## src/core/watchdog_pkg.sv

```systemverilog
// Constants for the watchdog timer: register map, fields, reset values and timing
package watchdog_pkg;

    // ==========================================================
    // Register offsets
    localparam logic [7:0] OFS_RELOAD_VALUE = 8'h00;
    localparam logic [7:0] OFS_CONTROL = 8'h04;
    localparam logic [7:0] OFS_RESTART_STROBE = 8'h08;
    localparam logic [7:0] OFS_CURRENT_COUNT = 8'h0C;
    localparam logic [7:0] OFS_EXPIRY_STATUS = 8'h10;
    localparam logic [7:0] OFS_INT_ENABLE = 8'h14;

    // ==========================================================
    // Control field positions
    localparam int CTL_RUN_ENABLE = 0;
    localparam int CTL_TEST = 1;
    localparam int CTL_HIB_STALL = 2;
    localparam int CTL_WEEK_STALL = 3;
    localparam int CTL_DEBUG_STALL = 4;
    localparam int CTL_IRQ_SELECT = 9;

    // Status and enable field positions
    localparam int STS_EXPIRY_PENDING = 0;
    localparam int IEN_EXPIRY_ENABLE = 0;

    // ==========================================================
    // Reset values
    localparam logic [15:0] RELOAD_RESET = 16'hFFFF;
    localparam logic [15:0] COUNT_RESET = 16'hFFFF;
    localparam logic [9:0] CONTROL_RESET = 10'h000;

    // ==========================================================
    // Timing: slow clock periods per count
    localparam int SLOW_PERIODS_PER_COUNT = 33;
    localparam logic [5:0] PRESCALE_LAST = 6'(SLOW_PERIODS_PER_COUNT - 1);

endpackage : watchdog_pkg

```

## src/core/level_sync.sv

```systemverilog
// Two-stage synchroniser for a group of asynchronous levels
module level_sync #(
    parameter int WIDTH = 1
) (
    // Clock and reset
    input wire logic ref_clk,
    input wire logic reset_n,
    // Levels
    input wire logic [WIDTH-1:0] async_in,
    output logic [WIDTH-1:0] sync_out
);

    // ==========================================================
    // Stages
    logic [WIDTH-1:0] meta_ff;
    logic [WIDTH-1:0] sync_ff;

    always_ff @(posedge ref_clk or negedge reset_n) begin
        if (!reset_n) begin
            meta_ff <= '0;
            sync_ff <= '0;
        end else begin
            meta_ff <= async_in;
            sync_ff <= meta_ff;
        end
    end

    assign sync_out = sync_ff;

endmodule : level_sync

```

## src/core/watchdog_timer.sv

```systemverilog
// Watchdog timer: host registers, slow-clock prescaler, down-counter, expiry handling
//
// Notes on behaviour
// - Counting advances only on slow clock edges.
// - System reset restores all block state except the preserved record.
// - Preserved record uses separate reset input.
// - Expiry raises interrupt (held until pending cleared) or pulses subsystem reset.
// - Expiry indication held until system reset.
// - Load reload first, then enable run.
// - Run enable cleared freezes counter.
// - Underflow emits expiry; status flag only in interrupt mode.
// - Reload on load write, restart, expiry.
// - Decrement once per 33 slow periods.
// - Enabled stall holds count, then resumes.
// - Six registers, offsets 00h to 14h.
// - Reload field 16 bits, write reloads.
// - Interrupt expiry clears select bit 9.
// - Bit 4 stalls on debug activity.
// - Bit 3 stalls on week timer.
// - Bit 2 stalls on hibernation timers.
// - Bit 0 run enable, bit 1 zero.
// - Restart strobe reads zero, acts when enabled.
// - Count register reads current counter value.
// - Status bit 0 pending, write-one clears.
// - Register accesses finish without slow clock.
module watchdog_timer (
    // Clock and resets
    input wire logic ref_clk,
    input wire logic reset_n,
    input wire logic reset_except_expiry_n,
    // Slow clock and stall sources
    input wire logic slow_clk_32k,
    input wire logic debug_active,
    input wire logic week_timer_active,
    input wire logic hib_timer0_active,
    input wire logic hib_timer1_active,
    // Host register port
    input wire logic [7:0] host_addr,
    input wire logic host_wr,
    input wire logic host_rd,
    input wire logic [31:0] host_wdata,
    output logic [31:0] host_rdata,
    // Expiry outputs
    output logic expiry_event,
    output logic expiry_interrupt,
    output logic subsystem_reset,
    output logic expiry_latched,
    output logic expiry_record
);

    // ==========================================================
    // Address decode
    function automatic logic reg_hit(input logic [7:0] addr, input logic [7:0] ofs);
        reg_hit = (addr == ofs);
    endfunction : reg_hit

    // ==========================================================
    // Synchronisers
    logic [4:0] sync_lvl;

    level_sync #(
        .WIDTH(5)
    ) u_sync (
        .ref_clk(ref_clk),
        .reset_n(reset_n),
        .async_in({hib_timer1_active, hib_timer0_active, week_timer_active,
                   debug_active, slow_clk_32k}),
        .sync_out(sync_lvl)
    );

    // ==========================================================
    // State
    logic [15:0] reload_value_ff;
    logic [15:0] nxt_reload_value;
    logic [9:0] control_ff;
    logic [9:0] nxt_control;
    logic [15:0] current_count_ff;
    logic [15:0] nxt_current_count;
    logic [5:0] prescale_ff;
    logic [5:0] nxt_prescale;
    logic slow_prev_ff;
    logic nxt_slow_prev;
    logic expiry_pending_ff;
    logic nxt_expiry_pending;
    logic int_enable_ff;
    logic nxt_int_enable;
    logic [31:0] rdata_ff;
    logic [31:0] nxt_rdata;
    logic event_ff;
    logic nxt_event;
    logic irq_ff;
    logic nxt_irq;
    logic sub_reset_ff;
    logic nxt_sub_reset;
    logic latched_ff;
    logic nxt_latched;
    logic record_ff;
    logic nxt_record;

    // ==========================================================
    // Event terms
    logic slow_rise;
    logic stall_active;
    logic running;
    logic load_wr;
    logic ctl_wr;
    logic kick_wr;
    logic kick_live;
    logic status_wr;
    logic ien_wr;
    logic tick_due;
    logic expire;

    always_comb begin
        slow_rise = sync_lvl[0] & ~slow_prev_ff;
        stall_active = (control_ff[watchdog_pkg::CTL_DEBUG_STALL] & sync_lvl[1])
            | (control_ff[watchdog_pkg::CTL_WEEK_STALL] & sync_lvl[2])
            | (control_ff[watchdog_pkg::CTL_HIB_STALL] & (sync_lvl[3] | sync_lvl[4]));
        running = control_ff[watchdog_pkg::CTL_RUN_ENABLE] & ~stall_active;
        load_wr = host_wr & reg_hit(host_addr, watchdog_pkg::OFS_RELOAD_VALUE);
        ctl_wr = host_wr & reg_hit(host_addr, watchdog_pkg::OFS_CONTROL);
        kick_wr = host_wr & reg_hit(host_addr, watchdog_pkg::OFS_RESTART_STROBE);
        status_wr = host_wr & reg_hit(host_addr, watchdog_pkg::OFS_EXPIRY_STATUS);
        ien_wr = host_wr & reg_hit(host_addr, watchdog_pkg::OFS_INT_ENABLE);
        kick_live = kick_wr & control_ff[watchdog_pkg::CTL_RUN_ENABLE];
        tick_due = running & slow_rise & (prescale_ff == watchdog_pkg::PRESCALE_LAST);
        expire = tick_due & (current_count_ff == 16'h0000) & ~load_wr & ~kick_live;
    end

    // ==========================================================
    // Counter and prescaler
    always_comb begin
        nxt_slow_prev = sync_lvl[0];
        nxt_reload_value = reload_value_ff;
        nxt_current_count = current_count_ff;
        nxt_prescale = prescale_ff;
        if (load_wr) begin
            nxt_reload_value = host_wdata[15:0];
            nxt_current_count = host_wdata[15:0];
            nxt_prescale = 6'h00;
        end else if (kick_live || expire) begin
            nxt_current_count = reload_value_ff;
            nxt_prescale = 6'h00;
        end else if (running && slow_rise) begin
            if (prescale_ff == watchdog_pkg::PRESCALE_LAST) begin
                nxt_prescale = 6'h00;
                nxt_current_count = current_count_ff - 16'h0001;
            end else begin
                nxt_prescale = prescale_ff + 6'h01;
            end
        end
    end

    always_ff @(posedge ref_clk or negedge reset_n) begin
        if (!reset_n) begin
            slow_prev_ff <= 1'b0;
            reload_value_ff <= watchdog_pkg::RELOAD_RESET;
            current_count_ff <= watchdog_pkg::COUNT_RESET;
            prescale_ff <= 6'h00;
        end else begin
            slow_prev_ff <= nxt_slow_prev;
            reload_value_ff <= nxt_reload_value;
            current_count_ff <= nxt_current_count;
            prescale_ff <= nxt_prescale;
        end
    end

    // ==========================================================
    // Control, status and enable registers
    always_comb begin
        nxt_control = control_ff;
        nxt_int_enable = int_enable_ff;
        if (ctl_wr) begin
            nxt_control = host_wdata[9:0] & 10'h21D;
        end
        if (expire && control_ff[watchdog_pkg::CTL_IRQ_SELECT]) begin
            nxt_control[watchdog_pkg::CTL_IRQ_SELECT] = 1'b0;
        end
        if (ien_wr) begin
            nxt_int_enable = host_wdata[watchdog_pkg::IEN_EXPIRY_ENABLE];
        end
        nxt_expiry_pending = (expiry_pending_ff
            & ~(status_wr & host_wdata[watchdog_pkg::STS_EXPIRY_PENDING]))
            | (expire & control_ff[watchdog_pkg::CTL_IRQ_SELECT]);
    end

    always_ff @(posedge ref_clk or negedge reset_n) begin
        if (!reset_n) begin
            control_ff <= watchdog_pkg::CONTROL_RESET;
            int_enable_ff <= 1'b0;
            expiry_pending_ff <= 1'b0;
        end else begin
            control_ff <= nxt_control;
            int_enable_ff <= nxt_int_enable;
            expiry_pending_ff <= nxt_expiry_pending;
        end
    end

    // ==========================================================
    // Read data
    always_comb begin
        nxt_rdata = 32'h0000_0000;
        if (host_rd) begin
            case (host_addr)
                watchdog_pkg::OFS_RELOAD_VALUE: nxt_rdata = {16'h0000, reload_value_ff};
                watchdog_pkg::OFS_CONTROL: nxt_rdata = {22'h000000, control_ff};
                watchdog_pkg::OFS_CURRENT_COUNT: begin
                    nxt_rdata = {16'h0000, current_count_ff};
                end
                watchdog_pkg::OFS_EXPIRY_STATUS: nxt_rdata = {31'h0, expiry_pending_ff};
                watchdog_pkg::OFS_INT_ENABLE: nxt_rdata = {31'h0, int_enable_ff};
                default: nxt_rdata = 32'h0000_0000;
            endcase
        end
    end

    always_ff @(posedge ref_clk or negedge reset_n) begin
        if (!reset_n) begin
            rdata_ff <= 32'h0000_0000;
        end else begin
            rdata_ff <= nxt_rdata;
        end
    end

    // ==========================================================
    // Expiry outputs
    always_comb begin
        nxt_event = expire;
        nxt_sub_reset = expire & ~control_ff[watchdog_pkg::CTL_IRQ_SELECT];
        nxt_irq = nxt_expiry_pending & nxt_int_enable;
        nxt_latched = latched_ff | expire;
        nxt_record = record_ff | expire;
    end

    always_ff @(posedge ref_clk or negedge reset_n) begin
        if (!reset_n) begin
            event_ff <= 1'b0;
            sub_reset_ff <= 1'b0;
            irq_ff <= 1'b0;
            latched_ff <= 1'b0;
        end else begin
            event_ff <= nxt_event;
            sub_reset_ff <= nxt_sub_reset;
            irq_ff <= nxt_irq;
            latched_ff <= nxt_latched;
        end
    end

    always_ff @(posedge ref_clk or negedge reset_except_expiry_n) begin
        if (!reset_except_expiry_n) begin
            record_ff <= 1'b0;
        end else begin
            record_ff <= nxt_record;
        end
    end

    assign host_rdata = rdata_ff;
    assign expiry_event = event_ff;
    assign expiry_interrupt = irq_ff;
    assign subsystem_reset = sub_reset_ff;
    assign expiry_latched = latched_ff;
    assign expiry_record = record_ff;
endmodule : watchdog_timer

```

## config.mk

```make
export PLATFORM = sky130hd
export DESIGN_NAME = watchdog_timer
export DESIGN_NICKNAME = d
export VERILOG_FILES = /design/src/core/watchdog_pkg.sv /design/src/core/level_sync.sv /design/src/core/watchdog_timer.sv
export SDC_FILE = /design/constraint.sdc
export NUM_CORES = 1
export LEC_CHECK = 0
export BUFFER_PORTS_ARGS = -buffer_cell sky130_fd_sc_hd__buf_2
export CORE_ASPECT_RATIO = 0.8
export CORE_MARGIN = 1.5
export CORE_UTILIZATION = 42
export DETAILED_ROUTE_END_ITERATION = 8
export REMOVE_ABC_BUFFERS = 1
export SLEW_MARGIN = 20
export SYNTH_ARGS = -nofsm -noshare
export SYNTH_HDL_FRONTEND = slang
export SYNTH_SLANG_ARGS = --single-unit
```

## constraint.sdc

```tcl
create_clock -name ref_clk -period 2.5 [get_ports ref_clk]
set_clock_uncertainty 0.15 [all_clocks]
set_input_delay 0.375 -clock ref_clk [delete_from_list [all_inputs] [get_ports ref_clk]]
set_output_delay 0.375 -clock ref_clk [all_outputs]
set_load 0.01 [all_outputs]
```

==> out/qor.csv, run 1 <==
stage,metric,value,unit
run_status,status,finished clean,
sta,Final Worst Setup Slack,0.1271,ns
cts,CTS tree,done,
pwr,Peak VDD IR,0.0004582,V
worst_setup_path,CP Launch Type,flop,
worst_hold_path,Hold Crit Class,primary input to flop,
synth,"flops & latches, synth",77,
global_routing,largest net degree at the start of global routing,50,
synth,register area share after synthesis,52.73,%
synth,post-synthesis cell count,381,
finish,fraction of final layout cells with drive strength greater than 1,31.02,%
sta,Final Hold Vio Count,0,
synth,post-synthesis cell area,3730,sq um
sta,final period utilization,94.92,%
drt,First-pass DRT Iterations,4,
synth,"EDFF count, synth",0,
flow_run,max_cap viols,0,
pwr,LEAKAGE,2.062,nW
worst_setup_path,flop2flop setup slack,0.13,ns
synth,synth warn,0,
die,die width,108.4,um
sta,setup_tns,0,ns
cts,TritonCTS buffer count,9,
cts,Root Driver,clkbuf_8,
sta,relative slew slack,54.34,%
worst_setup_path,critical path class,flop to flop,
die,Die Ht,87.29,um
cts,clock sink count,77,
cts,H-tree levels,3,
placed_design,placer congestion estimate,0.9101,
placed_design,IO Port Bufs,54,
global_routing,vias in the first global route,3072,
synth,Syn Area/Cell,9.790,sq um
placed_design,placed cell count,550,
cts,Setup Buffers After CTS,0,
global_routing,initial antenna violation count,0,
worst_setup_path,CP arrival,2.51,ns
synth,"Primary FF master, synth",dfrtp_1,
cts,clk_lat worst skew,0.36,ns
worst_setup_path,worst-path fanout max,4,
sta,endpoints failing setup,0,
worst_setup_path,reg-to-reg endpoint,current_count_ff[5],
sta,clock period minus worst slack,2.373,ns
worst_setup_path,crit path capture type,flop,
finish,fin nets,510,
drt,vias after detailed routing,3013,
sta,Max Clock Freq,421.4,MHz
sta,Final Max Tran Viols,0,
drt,DR vias/cell,5.258,
cts,clock transition at the registers of the reported paths,0.09,ns
worst_setup_path,critical path required time,2.64,ns
die,Initial Utilization,43.58,%
finish,Fillers,806,
global_routing,total track usage,20.53,%
die,# rows,30,
finish,Sequential cell area,1967,sq um
die,I/O pin cnt,87,
drt,DR WL/cell,15.31,um
drt,final wirelength,8775,um
pwr,pwr dens,570.9,nW/um^2
global_routing,first-pass GRT wire length,14780,um
placed_design,setup slack at placement,0.1031,ns
finish,Synth-to-Final Area Change,19.96,%
worst_setup_path,R2R cell count,8,
worst_setup_path,reg2reg start,prescale_ff[0],
drt,initial DRC count,218,
finish,area occupied by multi-input gates,1634,sq um
synth,asr flop ratio synth,100.0,%
finish,final std cells w/o fill,573,
die,core area,8558,sq um
drt,ANT nets after route,0,
synth,count of cell types in the netlist,57,
die,die area,9458,sq um
cts,clock tree buffer depth,2,
worst_setup_path,Worst Setup EP,current_count_ff[5],
worst_setup_path,Worst Setup SP,prescale_ff[0],
finish,antenna fix cells,0,
drt,drt drc,0,
global_routing,total gr overflow,0,
placed_design,dpl hpwl,6266,um
sta,Slew @ Worst Pin,0.6803,ns
==> registers in the layout, indices dropped and copies added, names as in the netlist, 5 cells and up <==
signal and cells:
control_ff 5, current_count_ff 16, host_rdata 16, prescale_ff 6
reload_value_ff 16, u_sync.meta_ff 5, u_sync.sync_out 5
==> repair_timing <==
item,CTS,global route
setup endpoints to repair,0,9
hold buffers,7,0
resized for setup,0,6
endpoints found under the hold margin,16,0
==> metal layers <==
layer	track usage [%]	up-vias	share of wire [%]	wire (um)
met5	0	-	0	0
met4	9.211	0	2.0	178
met3	4.338	19	4.8	419
met2	32.85	83	47	4124
met1	26.94	1442	46	4052
li1	-	1469	-	-
==> report_power, final <==
| group | switching (mW) | internal [mW] |
|---|---|---|
| logic | 0.110 | 0.0863 |
| registers | 0.0529 | 1.33 |
| clock network | 0.485 | 0.495 |
| total | 0.648 | 1.91 |
==> logic make-up after synthesis <==
logic type                 synth area share [%]
adders and majority gates                 1.342
muxes                                     2.918
AOI/OAI and AO/OA                         13.99
and+or+nand+nor                           21.20
buffers and inverters                     5.602
other                                    0.1005
DFF                                       52.73
xor gates and xnor gates                  2.113
==> synth_stat cells (2+ instances only) <==
cell / instances / area (sq um)
xnor2_1: 5 / 43.79
or4_1: 2 / 15.01
inv_1: 6 / 22.52
o21ai_1: 11 / 55.05
o22ai_1: 3 / 18.77
nand2_1: 66 / 247.7
or3_1: 5 / 31.28
clkbuf_1: 10 / 37.54
o21ai_0: 11 / 55.05
dfstp_2: 32 / 840.8
xor2_1: 4 / 35.03
a21o_1: 6 / 45.04
nand4_1: 4 / 25.02
a32oi_1: 2 / 17.52
buf_2: 5 / 25.02
dfrtp_1: 45 / 1126
nor4_1: 6 / 37.54
nand3_1: 10 / 50.05
mux2_2: 5 / 56.30
nor3_2: 2 / 20.02
a211oi_1: 3 / 22.52
a21oi_1: 18 / 90.09
nor2b_1: 2 / 12.51
nor2_1: 33 / 123.9
o31ai_1: 2 / 15.01
nand2b_1: 3 / 18.77
ha_1: 4 / 50.05
and3_1: 5 / 31.28
mux2i_1: 3 / 30.03
a22oi_1: 18 / 135.1
nor3b_1: 2 / 15.01
a211o_1: 2 / 17.52
nor3_1: 6 / 30.03
nand4b_1: 2 / 17.52
buf_4: 16 / 120.1
==> layout by cell type (no fill, tap or decap), types with 11 or more instances in the layout <==
cell	synthesis	layout
buf_4	16	19
dfstp_2	32	32
conb_1	1	16
dfrtp_1	45	45
a21oi_1	18	17
o21ai_0	11	11
nand2_1	66	66
buf_2	5	53
a22oi_1	18	18
nor2_1	33	33
==> worst min path at each step <==
stage,from,to,slack [ns],cells past startpoint
after floorplan,reset_n,control_ff[0],-0.07,0
after global placement,reset_except_expiry_n,expiry_record,-0.0002,1
after detailed placement,reset_except_expiry_n,expiry_record,0.0008,1
after CTS,host_wdata[13],reload_value_ff[13],0.04,3
after global routing,host_wdata[11],reload_value_ff[11],0.06,3
final,host_wdata[13],reload_value_ff[13],0.06,3
==> area by class of cell <==
class	count	area share (%)
well taps	112	3.132
flip-flops and latches	77	43.96
clock inverters	6	1.594
inverters	7	0.5872
clock buffers	10	3.076
repair buffers	80	11.13
multi-input cells	281	36.52
==> metrics by stage <==
stage          area, sq um  hold WS [ns]  util, %  total power, mW
5_1_grt               4474       0.05878    52.28            2.683
3_5_place_dp          4172     0.0008141    48.74            1.587
2_1_floorplan         3603      -0.07059        -            1.489
6_report              4474       0.05899    52.28            2.554
3_3_place_gp          4172    -0.0001939    48.74            1.581
4_1_cts               4451       0.04106    52.00            2.592
==> critical path, cell delays in order (launching register included) <==
cell     delay (ns)
dfrtp_1        0.40
inv_1          0.10
ha_1           0.15
nand2_1        0.05
or4_4          0.42
or2_4          0.27
or3_4          0.37
mux2i_1        0.13
a211o_1        0.26
No activity file was read; power rests on OpenSTA's default activity.
==> run 2, diff against run 1 <==
--- a/config.mk
+++ b/config.mk
@@ -10,7 +10,6 @@
 export CORE_MARGIN = 1.5
 export CORE_UTILIZATION = 42
 export DETAILED_ROUTE_END_ITERATION = 8
-export REMOVE_ABC_BUFFERS = 1
 export SLEW_MARGIN = 20
 export SYNTH_ARGS = -nofsm -noshare
 export SYNTH_HDL_FRONTEND = slang
==> out/qor.csv, run 2 (same netlist as run 1, synthesis figures left out) <==
stage,metric,value,unit,change
drt,initial DRC count,169,,was 218
placed_design,placed cell count,552,,was 550
global_routing,initial antenna violation count,0,,unchanged
finish,"most common cell after layout, fill and taps aside",nand2_1,,unchanged
sta,relative slew slack,44.74,%,was 54.34%
finish,antenna fix cells,0,,unchanged
die,I/O pin cnt,87,,unchanged
drt,final wirelength,8843,um,was 8775 um
sta,Max Clock Freq,425.3,MHz,was 421.4 MHz
finish,most frequent cells in the layout,"nand2_1, buf_2, dfrtp_1, nor2_1, dfstp_2",,unchanged
placed_design,IO Port Bufs,54,,unchanged
worst_setup_path,critical path class,flop to flop,,unchanged
sta,unrepaired setup endpoints after global routing,false,,
die,# rows,30,,unchanged
worst_setup_path,CP top delay family,simple AND/OR/NAND/NOR gates,,unchanged
cts,clock transition at the registers of the reported paths,0.08,ns,was 0.09 ns
die,die width,108.4,um,unchanged
drt,ANT nets after route,0,,unchanged
finish,final std cells w/o fill,575,,was 573
cts,TritonCTS buffer count,9,,unchanged
run_status,failing checks,hold timing,,
finish,Synth-to-Final Area Change,20.90,%,was 19.96%
drt,DR WL/cell,15.38,um,was 15.31 um
worst_setup_path,WP buf/inv,1,,unchanged
pwr,Net Switching,648.4,uW,was 647.7 uW
drt,drt drc,0,,unchanged
worst_setup_path,CP arrival,2.49,ns,was 2.51 ns
global_routing,global-route layer with the greatest usage,met2,,unchanged
global_routing,vias in the first global route,2904,,was 3072
worst_hold_path,Hold Crit Class,primary input to asynchronous set/reset pin,,was primary input to flop
sta,Final Hold Vio Count,40,,was 0
pwr,P_int,1.984,mW,was 1.907 mW
pwr,share of power burned in registers,52.4,%,was 54.0%
cts,clk_lat worst skew,0.35,ns,was 0.36 ns
pwr,LEAKAGE,2.074,nW,was 2.062 nW
finish,fraction of final layout cells with drive strength greater than 1,31.53,%,was 31.02%
die,core area,8558,sq um,unchanged
placed_design,dpl hpwl,6315,um,was 6266 um
worst_setup_path,"Slowest-stage cell, CP",dfrtp_1,,was or4_4
sta,setup_tns,0,ns,unchanged
worst_setup_path,critical path required time,2.64,ns,about the same
global_routing,GR Layer Usage met1,28.52,%,was 26.94%
die,Initial Utilization,43.58,%,unchanged
finish,fin nets,512,,was 510
worst_setup_path,CP Launch Type,flop,,unchanged
worst_setup_path,Worst Setup SP,prescale_ff[1],,was prescale_ff[0]
worst_setup_path,worst-path fanout max,4,,unchanged
worst_setup_path,CP cell instances,inv_1 > ha_1 > nand2_1 > or4_1 > or2_4 > or3_1 > mux2i_1 > a211o_1,,was inv_1 > ha_1 > nand2_1 > or4_4 > or2_4 > or3_4 > mux2i_1 > a211o_1
global_routing,met3 usage,4.413,%,was 4.338%
drt,DR vias/cell,5.282,,was 5.258
global_routing,GR Util met2,31.07,%,was 32.85%
global_routing,total gr overflow,0,,unchanged
worst_setup_path,Critical Path Max Stage Delay,0.42,ns,about the same
die,die area,9458,sq um,unchanged
cts,clock sink count,77,,unchanged
pwr,Net Sw Frac,24.64,%,was 25.36%
sta,final period utilization,94.04,%,was 94.92%
pwr,Pwr Total,2.632,mW,was 2.554 mW
drt,First-pass DRT Iterations,4,,unchanged
finish,Fillers,797,,was 806
sta,Final Max Tran Viols,0,,unchanged
placed_design,placer congestion estimate,0.8966,,was 0.9101
pwr,Clk pwr share,39.8,%,was 38.4%
cts,H-tree levels,3,,unchanged
sta,Hold WS,-0.02358,ns,was 0.05899 ns
cts,Root Driver,clkbuf_8,,unchanged
die,Die Ht,87.29,um,unchanged
pwr,pwr dens,583.7,nW/um^2,was 570.9 nW/um^2
sta,endpoints failing setup,0,,unchanged
cts,CTS tree,done,,unchanged
sta,Slew @ Worst Pin,0.8288,ns,was 0.6803 ns
global_routing,total track usage,20.19,%,was 20.53%
sta,clock period minus worst slack,2.351,ns,was 2.373 ns
run_status,status,"finished, violations left",,was finished clean
drt,vias after detailed routing,3037,,was 3013
global_routing,largest net degree at the start of global routing,69,,was 50
pwr,Comb pwr share,7.7,%,about the same
global_routing,first-pass GRT wire length,14630,um,was 14780 um
cts,clock tree buffer depth,2,,unchanged
worst_setup_path,reg2reg start,prescale_ff[1],,was prescale_ff[0]
worst_setup_path,crit path capture type,flop,,unchanged
flow_run,max_cap viols,0,,unchanged
pwr,Peak VDD IR,0.0002980,V,was 0.0004582 V
-- run 2: layout make-up --
cell class / count / area (sq um) / area share, %
sequential: 77 / 1967 / 43.62
multi-input combinational: 281 / 1632 / 36.18
timing repair buffer: 82 / 523.0 / 11.60
tap: 112 / 140.1 / 3.108
clock buffer: 9 / 123.9 / 2.747
clock inverter: 7 / 97.59 / 2.164
inverter: 7 / 26.28 / 0.5827
-- run 2: power groups by stage --
stage	Combinational, mW	Sequential, mW	Clock [mW]
after CTS	0.196	1.38	1.08
after global routing	0.233	1.39	1.14
after global placement	0.180	1.40	0
final	0.203	1.38	1.05
after floorplan	0.123	1.38	0
after detailed placement	0.187	1.40	0
-- run 2: path summary, 6_finish.rpt --
check                                       end  slack [ns]  depth (start not counted)
setup reg to reg            current_count_ff[5]        0.15                          8
hold / removal                 expiry_interrupt       -0.02                          1
setup / recovery            current_count_ff[5]        0.15                          8
min in group ref_clk        reload_value_ff[11]        0.07                          3
max in group asynchronous  current_count_ff[10]        1.52                          2
hold reg to reg              u_sync.sync_out[0]        0.20                          0
-- run 2: what timing repair did --
action / 4_1_cts / 5_1_grt
setup endpoints to repair: 0 / 10
setup buffers: 0 / 1
hold buffers: 6 / 0
gates resized for setup: 0 / 6
endpoints found under the hold margin: 6 / 0
-- run 2: worst register-to-register path, cell delays in order (launching register included) --
cell	delay [ns]
dfrtp_1	0.42
inv_1	0.07
ha_1	0.13
nand2_1	0.04
or4_1	0.42
or2_4	0.26
or3_1	0.39
mux2i_1	0.14
a211o_1	0.26
-- run 2: metal layers --
metal,up-vias,routed length (um),part of all wire [%]
met5,-,0,0
met4,0,129,1.5
li1,1467,-,-
met1,1487,4335,49
met2,70,3993,45
met3,13,384,4.3
-- run 2: per-stage QoR --
| step | setup slack, ns | cell area [sq um] | util [%] |
|---|---|---|---|
| final | 0.1490 | 4509 | 52.69 |
| after global routing | 0.003754 | 4509 | 52.69 |
| after CTS | 0.1131 | 4481 | 52.35 |
| after detailed placement | 0.1400 | 4199 | 49.06 |
| after global placement | 0.1522 | 4199 | 49.06 |
| after floorplan | 0.2583 | 3786 | - |
